## src/include/amd_pkg.sv

```systemverilog
// Package for the addressing mode decoder
package amd_pkg;
	localparam int unsigned ADDR_W = 16;
	localparam int unsigned DATA_W = 8;
	localparam logic [7:0] ZERO_PAGE_HI = 8'h00;
	localparam logic [7:0] RESET_BYTE = 8'h00;
	localparam logic [15:0] RESET_ADDR = 16'h0000;
	localparam logic [2:0] LEN_ONE = 3'h1;
	localparam logic [2:0] LEN_TWO = 3'h2;
	localparam logic [2:0] LEN_THREE = 3'h3;
	localparam int unsigned NUM_MODES = 8;
	localparam int unsigned NUM_INSTR = 62;

	typedef enum logic [2:0] {
		AMD_INH = 3'h0,
		AMD_IMM = 3'h1,
		AMD_DIR = 3'h2,
		AMD_EXT = 3'h3,
		AMD_IX  = 3'h4,
		AMD_IX1 = 3'h5,
		AMD_IX2 = 3'h6,
		AMD_REL = 3'h7
	} amd_mode_t;

	typedef enum logic [2:0] {
		AMD_CLS_REGMEM = 3'h0,
		AMD_CLS_RMW    = 3'h1,
		AMD_CLS_JMPBR  = 3'h2,
		AMD_CLS_BIT    = 3'h3,
		AMD_CLS_CTRL   = 3'h4
	} amd_class_t;

	// Fetch state: Gray order along the byte stream
	typedef enum logic [1:0] {
		AMD_ST_OPC  = 2'b00,
		AMD_ST_BYT1 = 2'b01,
		AMD_ST_BYT2 = 2'b11
	} amd_state_t;

	typedef struct packed {
		logic        valid;
		amd_mode_t   mode;
		amd_class_t  cls;
		logic        useIndex;
		logic        isMultiply;
		logic        branchTaken;
	} amd_instr_t;

	typedef struct packed {
		logic [7:0]  accA;
		logic [7:0]  idxX;
		logic [15:0] pc;
	} amd_regs_t;

	typedef struct packed {
		logic        done;
		logic [2:0]  length;
		logic        eaValid;
		logic [15:0] effAddr;
		logic [7:0]  operand;
		logic        opFromMem;
		logic        regSelX;
		logic [15:0] nextPc;
		logic        mulValid;
		logic [7:0]  mulHi;
		logic [7:0]  mulLo;
	} amd_result_t;

	typedef struct packed {
		amd_state_t  state;
		amd_instr_t  instr;
		amd_regs_t   regs;
		logic [7:0]  byte1;
		amd_result_t res;
	} amd_state_all_t;
endpackage

```

## src/amd_decoder.sv

```systemverilog
// Addressing mode decoder and effective address generator
// Function
// - Multiply A by X unsigned; high byte to X, low byte to A.
// - Inherent instructions are one byte with no operand address.
// - Immediate instructions are two bytes; second byte is the literal.
// - Direct is two bytes; address high byte zero, low from second byte.
// - Extended is three bytes; high then low address byte.
// - Indexed no offset is one byte; address is X, high byte zero.
// - Indexed 8-bit offset is two bytes; address is X plus byte.
// - Indexed 16-bit offset is three bytes; X plus offset, high first.
// - Taken branch goes to next address plus sign-extended offset byte.
// - Untaken branch continues with the next instruction.
// - Register/memory takes A or X and a memory operand at the address.
// - Eight addressing modes, 62 instructions in five classes.
`timescale 1ns/100ps
module amd_decoder
	import amd_pkg::*;
(
	input  wire logic        clk,
	input  wire logic        arst_n,
	input  wire logic        opValid,
	input  wire amd_instr_t  opInfo,
	input  wire amd_regs_t   regsIn,
	input  wire logic        fetchValid,
	input  wire logic [7:0]  fetchByte,
	output logic             fetchReady,
	output amd_result_t      result
);

	amd_state_all_t stFf;
	amd_state_all_t nxtSt;

	// Number of bytes following the opcode
	// all eight modes decoded
	function automatic logic [1:0] extraBytes(input amd_mode_t m);
		unique case (m)
			AMD_INH, AMD_IX:          extraBytes = 2'd0;
			AMD_IMM, AMD_DIR,
			AMD_IX1, AMD_REL:         extraBytes = 2'd1;
			AMD_EXT, AMD_IX2:         extraBytes = 2'd2;
		endcase
	endfunction

	// Instruction length in bytes
	function automatic logic [2:0] instrLen(input amd_mode_t m);
		instrLen = {1'b0, extraBytes(m)} + LEN_ONE;
	endfunction

	// Memory operand needed by the mode
	function automatic logic memOperand(input amd_mode_t m);
		memOperand = (m == AMD_DIR) || (m == AMD_EXT) || (m == AMD_IX)
			|| (m == AMD_IX1) || (m == AMD_IX2);
	endfunction

	logic [15:0] pcAfter;
	logic [15:0] eaCalc;
	logic [15:0] relTarget;
	logic [7:0]  lastByte;

	assign fetchReady = (stFf.state != AMD_ST_OPC);

	always_comb
	begin
		nxtSt = stFf;
		nxtSt.res.done = 1'b0;
		nxtSt.res.mulValid = 1'b0;
		lastByte = fetchByte;
		pcAfter = stFf.regs.pc + {13'h0000, instrLen(stFf.instr.mode)};
		relTarget = pcAfter + {{8{lastByte[7]}}, lastByte};
		eaCalc = RESET_ADDR;
		unique case (stFf.instr.mode)
			AMD_DIR: eaCalc = {ZERO_PAGE_HI, lastByte};
			AMD_EXT: eaCalc = {stFf.byte1, lastByte};
			AMD_IX:  eaCalc = {ZERO_PAGE_HI, stFf.regs.idxX};
			AMD_IX1: eaCalc = {7'h00,
				9'({1'b0, stFf.regs.idxX} + {1'b0, lastByte})};
			AMD_IX2: eaCalc = 16'({stFf.byte1, lastByte}
				+ {8'h00, stFf.regs.idxX});
			AMD_INH, AMD_IMM, AMD_REL: eaCalc = RESET_ADDR;
		endcase

		unique case (stFf.state)
			AMD_ST_OPC:
			begin
				if (opValid)
				begin
					nxtSt.instr = opInfo;
					nxtSt.regs = regsIn;
					if (extraBytes(opInfo.mode) == 2'd0)
					begin
						nxtSt.state = AMD_ST_OPC;
					end
					else
					begin
						nxtSt.state = AMD_ST_BYT1;
					end
				end
			end
			AMD_ST_BYT1:
			begin
				if (fetchValid)
				begin
					nxtSt.byte1 = fetchByte;
					if (extraBytes(stFf.instr.mode) == 2'd2)
					begin
						nxtSt.state = AMD_ST_BYT2;
					end
					else
					begin
						nxtSt.state = AMD_ST_OPC;
					end
				end
			end
			AMD_ST_BYT2:
			begin
				if (fetchValid)
				begin
					nxtSt.state = AMD_ST_OPC;
				end
			end
			default:
			begin
				nxtSt.state = AMD_ST_OPC;
			end
		endcase
	end

	// Completion of a decode, computed from the current state
	logic finish;
	logic oneByte;
	always_comb
	begin
		oneByte = (stFf.state == AMD_ST_OPC) && opValid
			&& (extraBytes(opInfo.mode) == 2'd0);
		finish = ((stFf.state == AMD_ST_BYT1) && fetchValid
			&& (extraBytes(stFf.instr.mode) == 2'd1))
			|| ((stFf.state == AMD_ST_BYT2) && fetchValid);
	end

	amd_result_t resNxt;
	logic [15:0] pcOne;
	logic [15:0] mulOne;
	logic [15:0] eaOne;
	always_comb
	begin
		resNxt = '0;
		pcOne = regsIn.pc + {13'h0000, LEN_ONE};
		mulOne = regsIn.accA * regsIn.idxX;
		eaOne = {ZERO_PAGE_HI, regsIn.idxX};
		if (oneByte)
		begin
			resNxt.done = 1'b1;
			resNxt.length = LEN_ONE;
			resNxt.nextPc = pcOne;
			resNxt.regSelX = opInfo.useIndex;
			resNxt.eaValid = (opInfo.mode == AMD_IX);
			resNxt.effAddr = (opInfo.mode == AMD_IX) ? eaOne : RESET_ADDR;
			resNxt.opFromMem = (opInfo.mode == AMD_IX)
				&& (opInfo.cls == AMD_CLS_REGMEM);
			// high to X, low to A
			resNxt.mulValid = opInfo.isMultiply;
			resNxt.mulHi = mulOne[15:8];
			resNxt.mulLo = mulOne[7:0];
		end
		else if (finish)
		begin
			resNxt.done = 1'b1;
			resNxt.length = instrLen(stFf.instr.mode);
			resNxt.regSelX = stFf.instr.useIndex;
			resNxt.eaValid = memOperand(stFf.instr.mode);
			resNxt.effAddr = eaCalc;
			resNxt.opFromMem = memOperand(stFf.instr.mode)
				&& (stFf.instr.cls == AMD_CLS_REGMEM);
			resNxt.operand = (stFf.instr.mode == AMD_IMM)
				? lastByte : RESET_BYTE;
			if ((stFf.instr.mode == AMD_REL) && stFf.instr.branchTaken)
			begin
				resNxt.nextPc = relTarget;
			end
			else
			begin
				resNxt.nextPc = pcAfter;
			end
		end
		else
		begin
			resNxt = stFf.res;
			resNxt.done = 1'b0;
			resNxt.mulValid = 1'b0;
		end
	end

	always_ff @(posedge clk or negedge arst_n)
	begin
		if (!arst_n)
		begin
			stFf <= '0;
		end
		else
		begin
			stFf <= {nxtSt.state, nxtSt.instr, nxtSt.regs, nxtSt.byte1,
				resNxt};
		end
	end

	assign result = stFf.res;
endmodule // amd_decoder

```

## config.mk

```make
export PLATFORM = sky130hd
export DESIGN_NAME = amd_decoder
export DESIGN_NICKNAME = d
export VERILOG_FILES = /design/src/include/amd_pkg.sv /design/src/amd_decoder.sv
export SDC_FILE = /design/constraint.sdc
export NUM_CORES = 1
export LEC_CHECK = 0
export BUFFER_PORTS_ARGS = -buffer_cell sky130_fd_sc_hd__buf_2
export CORE_UTILIZATION = 59
export DETAILED_ROUTE_END_ITERATION = 6
export PLACE_DENSITY = 0.81
export SYNTH_ARGS = -nofsm -noshare
export SYNTH_HDL_FRONTEND = slang
export SYNTH_SLANG_ARGS = --single-unit
```

## constraint.sdc

```tcl
create_clock -name clk -period 4.3 [get_ports clk]
set_input_delay 0.43 -clock clk [delete_from_list [all_inputs] [get_ports clk]]
set_output_delay 0.43 -clock clk [all_outputs]
set_load 0.01 [all_outputs]
```

==> results.md, run 1 <==
- Share of layout cells above drive strength 1: 0.2367
- Yosys top cell by area: dfrtp_1
- WL per Instance: 17.15 microns
- Row count: 44
- N_diodes: 0
- Pin count of the biggest net entering global routing: 76
- Final slew viol count: 0
- Vias/cell: 5.859
- Rel. slew slack: 0.3548
- Post-synth EDFFs: 0
- Synth top area share: 0.3042
- Initial Utilization: 0.6021
- Drt drc: 0
- Sequential share of the synthesized area: 0.3042
- Max FO, Critical Path: 9
- Pre-Repair DR Iteration Count: 7
- Gr usage total: 0.2854
- Clock Latency Late Sink: 0.35 ns
- Pre-CTS WS: -0.3608 ns
- CP Class: in -> reg
- Worst R2R Start: stFf[110]
- Initial antenna violation count: 0
- Clock Power Share: 0.122
- Drt total wl: 20.55 mm
- Register bit count reported by yosys: 106
- Final count of hold timing violations: 0
- Die ar.: 15270 sq um
- Drt first-iter violations: 650
- Postcts setup bufs: 0
- Power Density: 676.5 nW/um^2
- Library cells used by synthesis: 56
- Clk buf depth: 2
- Switch Pwr: 2.935 mW
- Sinks on the clock net: 106
- ANT nets after route: 0
- Startpoint types: input port
- Fin worst setup slack: 0.1149 ns
- Ys async rst share: 1.000
- Status: completed
- WP buf/inv: 4
- Synth top cells by count: dfrtp_1 (106), ha_1 (74), inv_1 (69)
- Core area: 14480 sq um
- WP data arrival: 4.39 ns
- Worst EP required: 4.51 ns
- Die H: 123.6 microns
- Setup violators final: 0
- Highest Clock Rate: 0.2389 GHz
- H-Tree Depth: 3
- Seq pwr share: 0.274
- Combinational Power Share: 0.604
- DR vias: 7019
- Port bufs: 117
- Critical R2R Capture: result[32]
- Post-Syn Nets: 1091
- Crit end category: flip-flop
- Overall Power: 6.567 mW
- Synth Instances: 924
- Max-cap violations: 0
- Worst-path clk slew: 0.07 ns
- Most numerous cell in the Yosys netlist: dfrtp_1
- Primary FF master, synth: dfrtp_1
- GPL Wtd Cong: 0.9037
- Period utilization: 0.9733
- CP Cell Sequence: buf_4 -> and2_4 -> fa_2 -> fa_1 -> inv_1 -> fa_1 -> fa_1 -> inv_1 -> ha_4 -> o21ai_0 -> nor2_1 -> or4b_4 -> a221oi_4 -> buf_4 -> xor2_1 -> o21ai_1
- Sw frac: 0.4469
- Worst R2R Path Depth: 17
- Leakage Power: 4.785 nW
- Hold WS: 0.2207 ns
- Grt total ovfl: 0
- Critical path's top delay family: adder cells
- CTS tree: done
- Critical Path Max Stage Delay: 0.58 ns
- Clock Tree Root: clkbuf_16
- Hold Crit Class: in -> async
- First-pass GRT wire length: 33.19 mm
- Number of synthesis warnings: 0
- Power Internal: 3.632 mW
- Vias in the first global route: 6596
- Final net count: 1176
- R2r setup slk: 0.32 ns
- I/O pin total: 119
- Area delta synth->final: 11.34%
- Period minus WS final: 4.185 ns
- CTS buffer count: 9
- Post-DP HPWL: 15.72 mm
- Post-Syn Area: 8718 sq um
- Synth area leaders: dfrtp_1 (30%), ha_1 (11%), fa_1 (9.0%), buf_4 (5.5%), mux2_2 (4.5%)
- Least-Margin Pin Slew: 0.9678 ns
- Syn Area/Cell: 9.435 sq um
- Clock skew: 0.007411 ns
- Max IR drop VDD: 0.0004422 V
- Worst path most repeated cell: fa_1
- CP max stage cell: or4b_4
- Worst setup path startpoint: regsIn[19]
- Die Wd: 123.6 microns
[per-stage QoR]
stage,utilization,cells,setup TNS [ns],cell area (sq um)
6_report,0.6704,1198,0,9707
5_1_grt,0.6704,1198,-0.01893,9707
4_1_cts,0.6649,1198,0,9627
3_5_place_dp,0.6451,1182,-1.128,9340
3_3_place_gp,0.6451,1182,-0.7526,9340
2_1_floorplan,-,924,0,8765
[registers in the layout, indices dropped and copies added, names as in the netlist]
name	cells
result	64
stFf	42
[kinds of logic after synthesis]
logic type | synth area share
muxes | 0.04750
and+or+nand+nor | 0.1471
adders and majority gates | 0.1958
AOI/OAI and AO/OA | 0.1528
xor gates and xnor gates | 0.05525
DFF | 0.3042
buffers and inverters | 0.09730
[power groups by stage]
stage	registers, mW	clock network (mW)	logic, mW
floorplan	1.68	0	3.09
global placement	1.79	0	3.73
detailed placement	1.81	0	3.83
CTS	1.79	0.815	3.86
global route	1.85	0.860	4.39
finish	1.80	0.802	3.96
[worst max path at each step]
stage / slack [ns] / to / depth (start not counted)
after floorplan: 0.01 / result[14] / 15
after global placement: -0.26 / result[12] / 16
after detailed placement: -0.36 / result[14] / 15
after CTS: 0.04 / result[14] / 15
after global routing: -0.02 / result[12] / 15
final: 0.11 / result[12] / 16
[cells in the final DEF (no fill, tap or decap), types with 7 or more instances in the layout]
master	n
a21o_1	14
a21oi_1	51
a221o_1	7
a222oi_1	9
a22o_1	16
a22oi_1	11
and2_1	47
and3_1	11
buf_2	111
buf_4	48
clkbuf_16	9
dfrtp_1	106
fa_1	37
ha_1	69
inv_1	69
mux2_2	35
nand2_1	64
nand2b_1	8
nand3_1	24
nand4_1	9
nor2_1	52
o21ai_0	46
xnor2_1	32
xor2_1	23
[timing repair]
action / in CTS / in global routing
setup endpoints to repair: 0 / 3
hold endpoints to repair: 0 / 0
hold buffers: 0 / 0
gates resized for setup: 0 / 21
[layout make-up]
type / count / area [sq um]
tap: 184 / 230.2
clock inverter: 7 / 61.31
timing repair buffer: 164 / 965.9
multi-input combinational: 659 / 5313
clock buffer: 9 / 225.2
fill: 1145 / 4772
inverter: 69 / 259.0
sequential: 106 / 2653
[routing by layer]
metal,track usage,wire length [microns]
met5,0,0
met4,0.09111,546
met3,0.04705,1611
met2,0.4239,9063
met1,0.4234,9327
Power figures use the tool's default switching activity.
==> inputs of run 2 (changes only) <==
Settings changed: CORE_UTILIZATION 59 to 54, MAX_ROUTING_LAYER set to met4, PLACE_DENSITY 0.81 to 0.78.
Clock period 4.3 ns to 3.5 ns, I/O delays scaled along.
==> run 2 against run 1 <==
Effect of this change:
- largest power group unchanged
- critical endpoint is now result[14]
- the run now ends with setup timing left
- sequential power increased by 24%
- wire length increased by 15%
- critical path type unchanged
- first-iteration DRC count increased by 6.3%
==> results.md, run 2 (synthesis gave the netlist of run 1 again) <==
- Status: finished with violations (was completed)
- Violated checks: setup timing
- Hold Crit Class: in -> async (unchanged)
- Core area: 15830 sq um (was 14480 sq um)
- Post-CTS Hold Buffers: 0 (unchanged)
- Area post-placement: 9767 sq um (was 9340 sq um)
- Grt total ovfl: 0 (unchanged)
- Critical R2R Capture: result[32] (unchanged)
- Vias/cell: 5.834 (was 5.859)
- Die H: 129.1 microns (was 123.6 microns)
- Area delta synth->final: 23.54% (was 11.34%)
- Final slew viol count: 0 (unchanged)
- CP max stage cell: fa_1 (was or4b_4)
- Die Wd: 129.1 microns (was 123.6 microns)
- Max IR drop VDD: 0.0007103 V (was 0.0004422 V)
- Startpoint types: input port (unchanged)
- Final count of hold timing violations: 0 (unchanged)
- Most common cell after layout, fill and taps aside: buf_4 (was buf_2)
- CP Cell Sequence: buf_2 -> and2_4 -> fa_1 -> fa_1 -> fa_1 -> inv_1 -> fa_1 -> inv_2 -> ha_4 -> nor2_4 -> or4b_4 -> a221oi_4 -> a21oi_2 -> xnor2_1 -> o21ai_1 (was buf_4 -> and2_4 -> fa_2 -> fa_1 -> inv_1 -> fa_1 -> fa_1 -> inv_1 -> ha_4 -> o21ai_0 -> nor2_1 -> or4b_4 -> a221oi_4 -> buf_4 -> xor2_1 -> o21ai_1)
- Drt first-iter violations: 691 (was 650)
- Gr usage total: 0.2883 (was 0.2854)
- RSZ-0062 raised after global routing: yes
- Crit end category: flip-flop (unchanged)
- Pre-CTS WS: -0.9281 ns (was -0.3608 ns)
- Worst-path clk slew: 0.07 ns (about the same)
- Worst EP required: 3.72 ns (was 4.51 ns)
- Row count: 46 (was 44)
- Max FO, Critical Path: 6 (was 9)
- Period minus WS final: 4.006 ns
- Setup violators final: 9 (was 0)
- Drt total wl: 23.69 mm (was 20.55 mm)
- Worst R2R Path Depth: 17 (unchanged)
- H-Tree Depth: 3 (unchanged)
- Drt drc: 0 (unchanged)
- Leakage Power: 5.254 nW (was 4.785 nW)
- Rel. slew slack: 0.4358 (was 0.3548)
- WP data arrival: 4.22 ns (was 4.39 ns)
- Pre-Repair DR Iteration Count: 5 (was 7)
- First-pass GRT wire length: 35.97 mm (was 33.19 mm)
- CP Class: in -> reg (unchanged)
- FILL cells: 1124 (was 1145)
- Max reg flops: 64 (unchanged)
- CTS tree: done (unchanged)
- Power Density: 885.3 nW/um^2 (was 676.5 nW/um^2)
- Clk buf depth: 2 (unchanged)
- CP endpoint: result[14] (was result[12])
- Period utilization: 1.145
- Sequential cell area: 2653 sq um (unchanged)
- Initial Utilization: 0.5508 (was 0.6021)
- Fin worst setup slack: -0.5061 ns (was 0.1149 ns)
- Port bufs: 117 (unchanged)
- Pin count of the biggest net entering global routing: 58 (was 76)
- Die ar.: 16660 sq um (was 15270 sq um)
- Worst setup path startpoint: regsIn[29] (was regsIn[19])
- CTS buffer count: 9 (unchanged)
- Initial antenna violation count: 0 (unchanged)
- Final net count: 1245 (was 1176)
- Worst path most repeated cell: fa_1 (unchanged)
- ANT nets after route: 0 (unchanged)
- Clock Latency Late Sink: 0.36 ns (was 0.35 ns)
- Final instance area: 10770 sq um (was 9707 sq um)
- Most frequent cells in the layout: buf_4 (111), buf_2 (106), dfrtp_1 (106), ha_1 (61), inv_1 (60) (was buf_2 (111), dfrtp_1 (106), inv_1 (69), ha_1 (69), nand2_1 (64))
- Post-DP HPWL: 16.43 mm (was 15.72 mm)
- R2r setup slk: -0.17 ns (was 0.32 ns)
- I/O pin total: 119 (unchanged)
- WL per Instance: 18.24 microns (was 17.15 microns)
- Multi-input gate area in the final layout: 5695 sq um (was 5313 sq um)
- Fin util: 0.6805 (was 0.6704)
- Vias in the first global route: 7166 (was 6596)
- Critical Path Max Stage Delay: 0.56 ns (was 0.58 ns)
- Hold WS: 0.05139 ns (was 0.2207 ns)
- Max-cap violations: 0 (unchanged)
- Clock skew: 0.005484 ns (was 0.007411 ns)
- Clock Tree Root: clkbuf_16 (unchanged)
- Worst R2R Start: stFf[111] (was stFf[110])
- Sinks on the clock net: 106 (unchanged)
- Least-Margin Pin Slew: 0.8462 ns (was 0.9678 ns)
- N_diodes: 0 (unchanged)
- Share of layout cells above drive strength 1: 0.3490 (was 0.2367)
- GPL Wtd Cong: 0.9520 (was 0.9037)
- Highest Clock Rate: 0.2496 GHz
- DR vias: 7578 (was 7019)
[run 2: changes by cell type in the layout (fill, tap and decap cells not counted), moves of 5 or more]
cell,previous run,this run
nand2_1,64,59
inv_1,69,60
o21ai_2,1,7
buf_6,0,10
xnor2_2,0,7
inv_2,0,9
ha_1,69,61
buf_4,48,111
a21oi_2,2,9
xnor2_1,32,25
buf_2,111,106
ha_4,2,12
a21oi_1,51,42
o21ai_0,46,37
[run 2: report_power, final]
group | internal [mW] | switching, mW
Clock | 0.561 | 0.491
Combinational | 3.03 | 3.23
Sequential | 1.76 | 0.473
[run 2: how the worst min path moves through the flow]
stage / end / slack (ns)
after floorplan: result[0] / 0.05
after global placement: result[16] / 0.46
after detailed placement: result[16] / 0.46
after CTS: result[16] / 0.08
after global routing: result[16] / 0.11
final: result[16] / 0.05
[run 2: per-layer routing]
layer | wire [microns] | track usage
met1 | 10320 | 0.3981
met4 | 760 | 0.1003
met5 | 0 | -
met3 | 1672 | 0.04170
met2 | 10940 | 0.4350
[run 2: timing repair]
| action | in CTS | in global routing |
|---|---|---|
| setup endpoints to repair | 15 | 19 |
| cloned | 1 | 0 |
| endpoints found under the hold margin | 0 | 0 |
| resized for setup | 62 | 54 |
| buffers inserted | 8 | 15 |
| pin swaps | 39 | 45 |
[run 2: worst max-delay path, delay by kind of cell]
family	cells	cell delay, ns
buffers and inverters	3	0.25
XOR/XNOR	1	0.18
AND/OR/NAND/NOR	3	0.73
AO/OA/AOI/OAI	3	0.51
adder cells (fa/ha/maj)	5	2.21
[run 2: through the flow]
stage | power [mW] | setup TNS, ns | std cells
after global routing | 10.18 | -4.552 | 1299
final | 9.535 | -2.846 | 1299
after detailed placement | 7.437 | -6.498 | 1260
after global placement | 7.276 | -5.758 | 1260
after floorplan | 5.919 | -2.603 | 924
after CTS | 8.828 | -1.583 | 1285
[run 2: layout make-up]
class	count	area share
well taps	216	0.02509
clock inverters	7	0.006854
clock buffers	9	0.02091
multi-input cells	659	0.5288
flip-flops and latches	106	0.2463
repair buffers	233	0.1480
inverters	69	0.02405
==> inputs of run 3 (changes only) <==
Settings changed: PLACE_DENSITY 0.78 to 0.79.
==> run 3 against run 2 <==
Effect of this change:
- the flow still finishes with violations (setup timing)
- largest cell class unchanged
- critical path type unchanged
- design area is 1.3% higher
- critical endpoint is now result[10]
- clock power hardly changed
- clock-buffer cell count unchanged
==> results.md, run 3 (synthesis gave the netlist of run 1 again) <==
- R2r setup slk: -0.20 ns (was -0.17 ns)
- RSZ-0062 raised after global routing: yes (unchanged)
- Share of layout cells above drive strength 1: 0.3701 (was 0.3490)
- First-pass GRT wire length: 36.93 mm (was 35.97 mm)
- Core area: 15830 sq um (unchanged)
- Period utilization: 1.136 (was 1.145)
- Critical R2R Capture: result[30] (was result[32])
- Clk buf depth: 2 (unchanged)
- CTS tree: done (unchanged)
- Area post-placement: 9822 sq um (was 9767 sq um)
- Final count of hold timing violations: 0 (unchanged)
- Hold Crit Class: in -> async (unchanged)
- Drt first-iter violations: 672 (was 691)
- Max-cap violations: 0 (unchanged)
- Die ar.: 16660 sq um (unchanged)
- Vias/cell: 5.943 (was 5.834)
- Final slew viol count: 0 (unchanged)
- Area delta synth->final: 25.13% (was 23.54%)
- Period minus WS final: 3.975 ns (was 4.006 ns)
- Overall Power: 9.961 mW (was 9.535 mW)
- Clock skew: 0.007701 ns (was 0.005484 ns)
- Initial Utilization: 0.5508 (unchanged)
- Clock Latency Late Sink: 0.37 ns (was 0.36 ns)
- WL per Instance: 18.98 microns (was 18.24 microns)
- Pin count of the biggest net entering global routing: 70 (was 58)
- Sinks on the clock net: 106 (unchanged)
- CP Cell Sequence: buf_2 -> and2_4 -> fa_1 -> fa_1 -> fa_1 -> inv_2 -> fa_1 -> inv_2 -> ha_4 -> nor2_4 -> or4b_4 -> buf_6 -> buf_6 -> buf_6 -> nand2_2 -> xnor2_1 -> a22o_1 (was buf_2 -> and2_4 -> fa_1 -> fa_1 -> fa_1 -> inv_1 -> fa_1 -> inv_2 -> ha_4 -> nor2_4 -> or4b_4 -> a221oi_4 -> a21oi_2 -> xnor2_1 -> o21ai_1)
- Drt drc: 0 (unchanged)
- Worst EP required: 3.76 ns (was 3.72 ns)
- Clock Tree Root: clkbuf_16 (unchanged)
- Post-DP HPWL: 16.86 mm (was 16.43 mm)
- Worst-path clk slew: 0.08 ns (was 0.07 ns)
- Most common cell after layout, fill and taps aside: buf_4 (unchanged)
- Violated checks: setup timing (unchanged)
- Port bufs: 117 (unchanged)
- Least-Margin Pin Slew: 0.9019 ns (was 0.8462 ns)
- Row count: 46 (unchanged)
- CP max stage cell: fa_1 (unchanged)
- Die Wd: 129.1 microns (unchanged)
- Initial antenna violation count: 0 (unchanged)
- Gr usage total: 0.2983 (was 0.2883)
- Pre-CTS WS: -0.9445 ns (was -0.9281 ns)
- H-Tree Depth: 3 (unchanged)
- Worst R2R Start: stFf[110] (was stFf[111])
- Pre-Repair DR Iteration Count: 6 (was 5)
- GPL Wtd Cong: 0.9168 (was 0.9520)
- Max IR drop VDD: 0.0005446 V (was 0.0007103 V)
- Max FO, Critical Path: 6 (unchanged)
- Grt total ovfl: 0 (unchanged)
- Final instance area: 10910 sq um (was 10770 sq um)
- Highest Clock Rate: 0.2516 GHz (was 0.2496 GHz)
- Fin worst setup slack: -0.4748 ns (was -0.5061 ns)
- Most frequent cells in the layout: buf_4 (121), buf_2 (106), dfrtp_1 (106), inv_1 (59), ha_1 (59) (was buf_4 (111), buf_2 (106), dfrtp_1 (106), ha_1 (61), inv_1 (60))
- Drt total wl: 24.92 mm (was 23.69 mm)
- Leakage Power: 5.304 nW (was 5.254 nW)
- Die H: 129.1 microns (unchanged)
- Power Density: 913.1 nW/um^2 (was 885.3 nW/um^2)
- Vias in the first global route: 7283 (was 7166)
- Max reg flops: 64 (unchanged)
- DR vias: 7803 (was 7578)
- Worst path most repeated cell: fa_1 (unchanged)
- Worst R2R Path Depth: 18 (was 17)
- Final net count: 1259 (was 1245)
- Setup TNS: -2.707 ns (was -2.846 ns)
- I/O pin total: 119 (unchanged)
- Rel. slew slack: 0.3988 (was 0.4358)
- CTS buffer count: 9 (unchanged)
- Post-CTS Hold Buffers: 0 (unchanged)
- Setup violators final: 14 (was 9)
- Status: finished with violations (unchanged)
- N_diodes: 0 (unchanged)
- WP data arrival: 4.23 ns (was 4.22 ns)
- ANT nets after route: 0 (unchanged)
- CP Class: in -> reg (unchanged)
- Crit end category: flip-flop (unchanged)
- Startpoint types: input port (unchanged)
- Critical Path Max Stage Delay: 0.53 ns (was 0.56 ns)
[run 3: cell type report]
| cell class | count | area [sq um] |
|---|---|---|
| multi-input cells | 659 | 5754 |
| fillers | 1114 | 4918 |
| well taps | 216 | 270.3 |
| inverters | 69 | 259.0 |
| flip-flops and latches | 106 | 2653 |
| clock buffers | 9 | 225.2 |
| repair buffers | 247 | 1677 |
| clock inverters | 7 | 71.32 |
[run 3: per-layer routing]
metal | track usage | up-vias | wire (microns)
li1 | - | 3488 | -
met1 | 0.4051 | 3828 | 10400
met2 | 0.4448 | 397 | 11620
met3 | 0.05987 | 90 | 1933
met4 | 0.1045 | 0 | 976
met5 | - | - | 0
[run 3: worst max path at each step]
stage | startpoint | to | slack, ns | depth (start not counted)
after floorplan | regsIn[21] | result[14] | -0.62 | 15
after global placement | regsIn[20] | result[12] | -0.83 | 16
after detailed placement | regsIn[20] | result[14] | -0.94 | 16
after CTS | regsIn[23] | result[12] | -0.37 | 15
after global routing | regsIn[18] | result[12] | -0.62 | 17
final | regsIn[29] | result[10] | -0.47 | 17
[run 3: worst max-delay path, delay by kind of cell]
| kind | cells | cell delay (ns) |
|---|---|---|
| XOR/XNOR | 1 | 0.07 |
| buffers and inverters | 6 | 0.58 |
| adder cells (fa/ha/maj) | 5 | 2.20 |
| AO/OA/AOI/OAI | 1 | 0.21 |
| AND/OR/NAND/NOR | 4 | 0.79 |
[run 3: power breakdown]
part	internal (mW)	leakage (nW)	total [mW]	switching (mW)
clock	0.505	0.146	1.02	0.518
sequential	1.76	1.33	2.23	0.468
combinational	3.27	3.83	6.71	3.44
[run 3: what timing repair did]
item / in CTS / in global routing
pin swaps: 46 / 56
setup endpoints to repair: 13 / 18
resized for setup: 69 / 71
cloned: 0 / 0
buffers inserted: 10 / 18
[run 3: per-stage QoR]
step / cells / util / hold slack (ns)
after global routing: 1313 / 0.6892 / 0.1814
after floorplan: 924 / - / 0.05441
final: 1313 / 0.6892 / 0.1030
after CTS: 1295 / 0.6609 / 0.1375
after detailed placement: 1269 / 0.6206 / 0.4639
after global placement: 1269 / 0.6206 / 0.4713
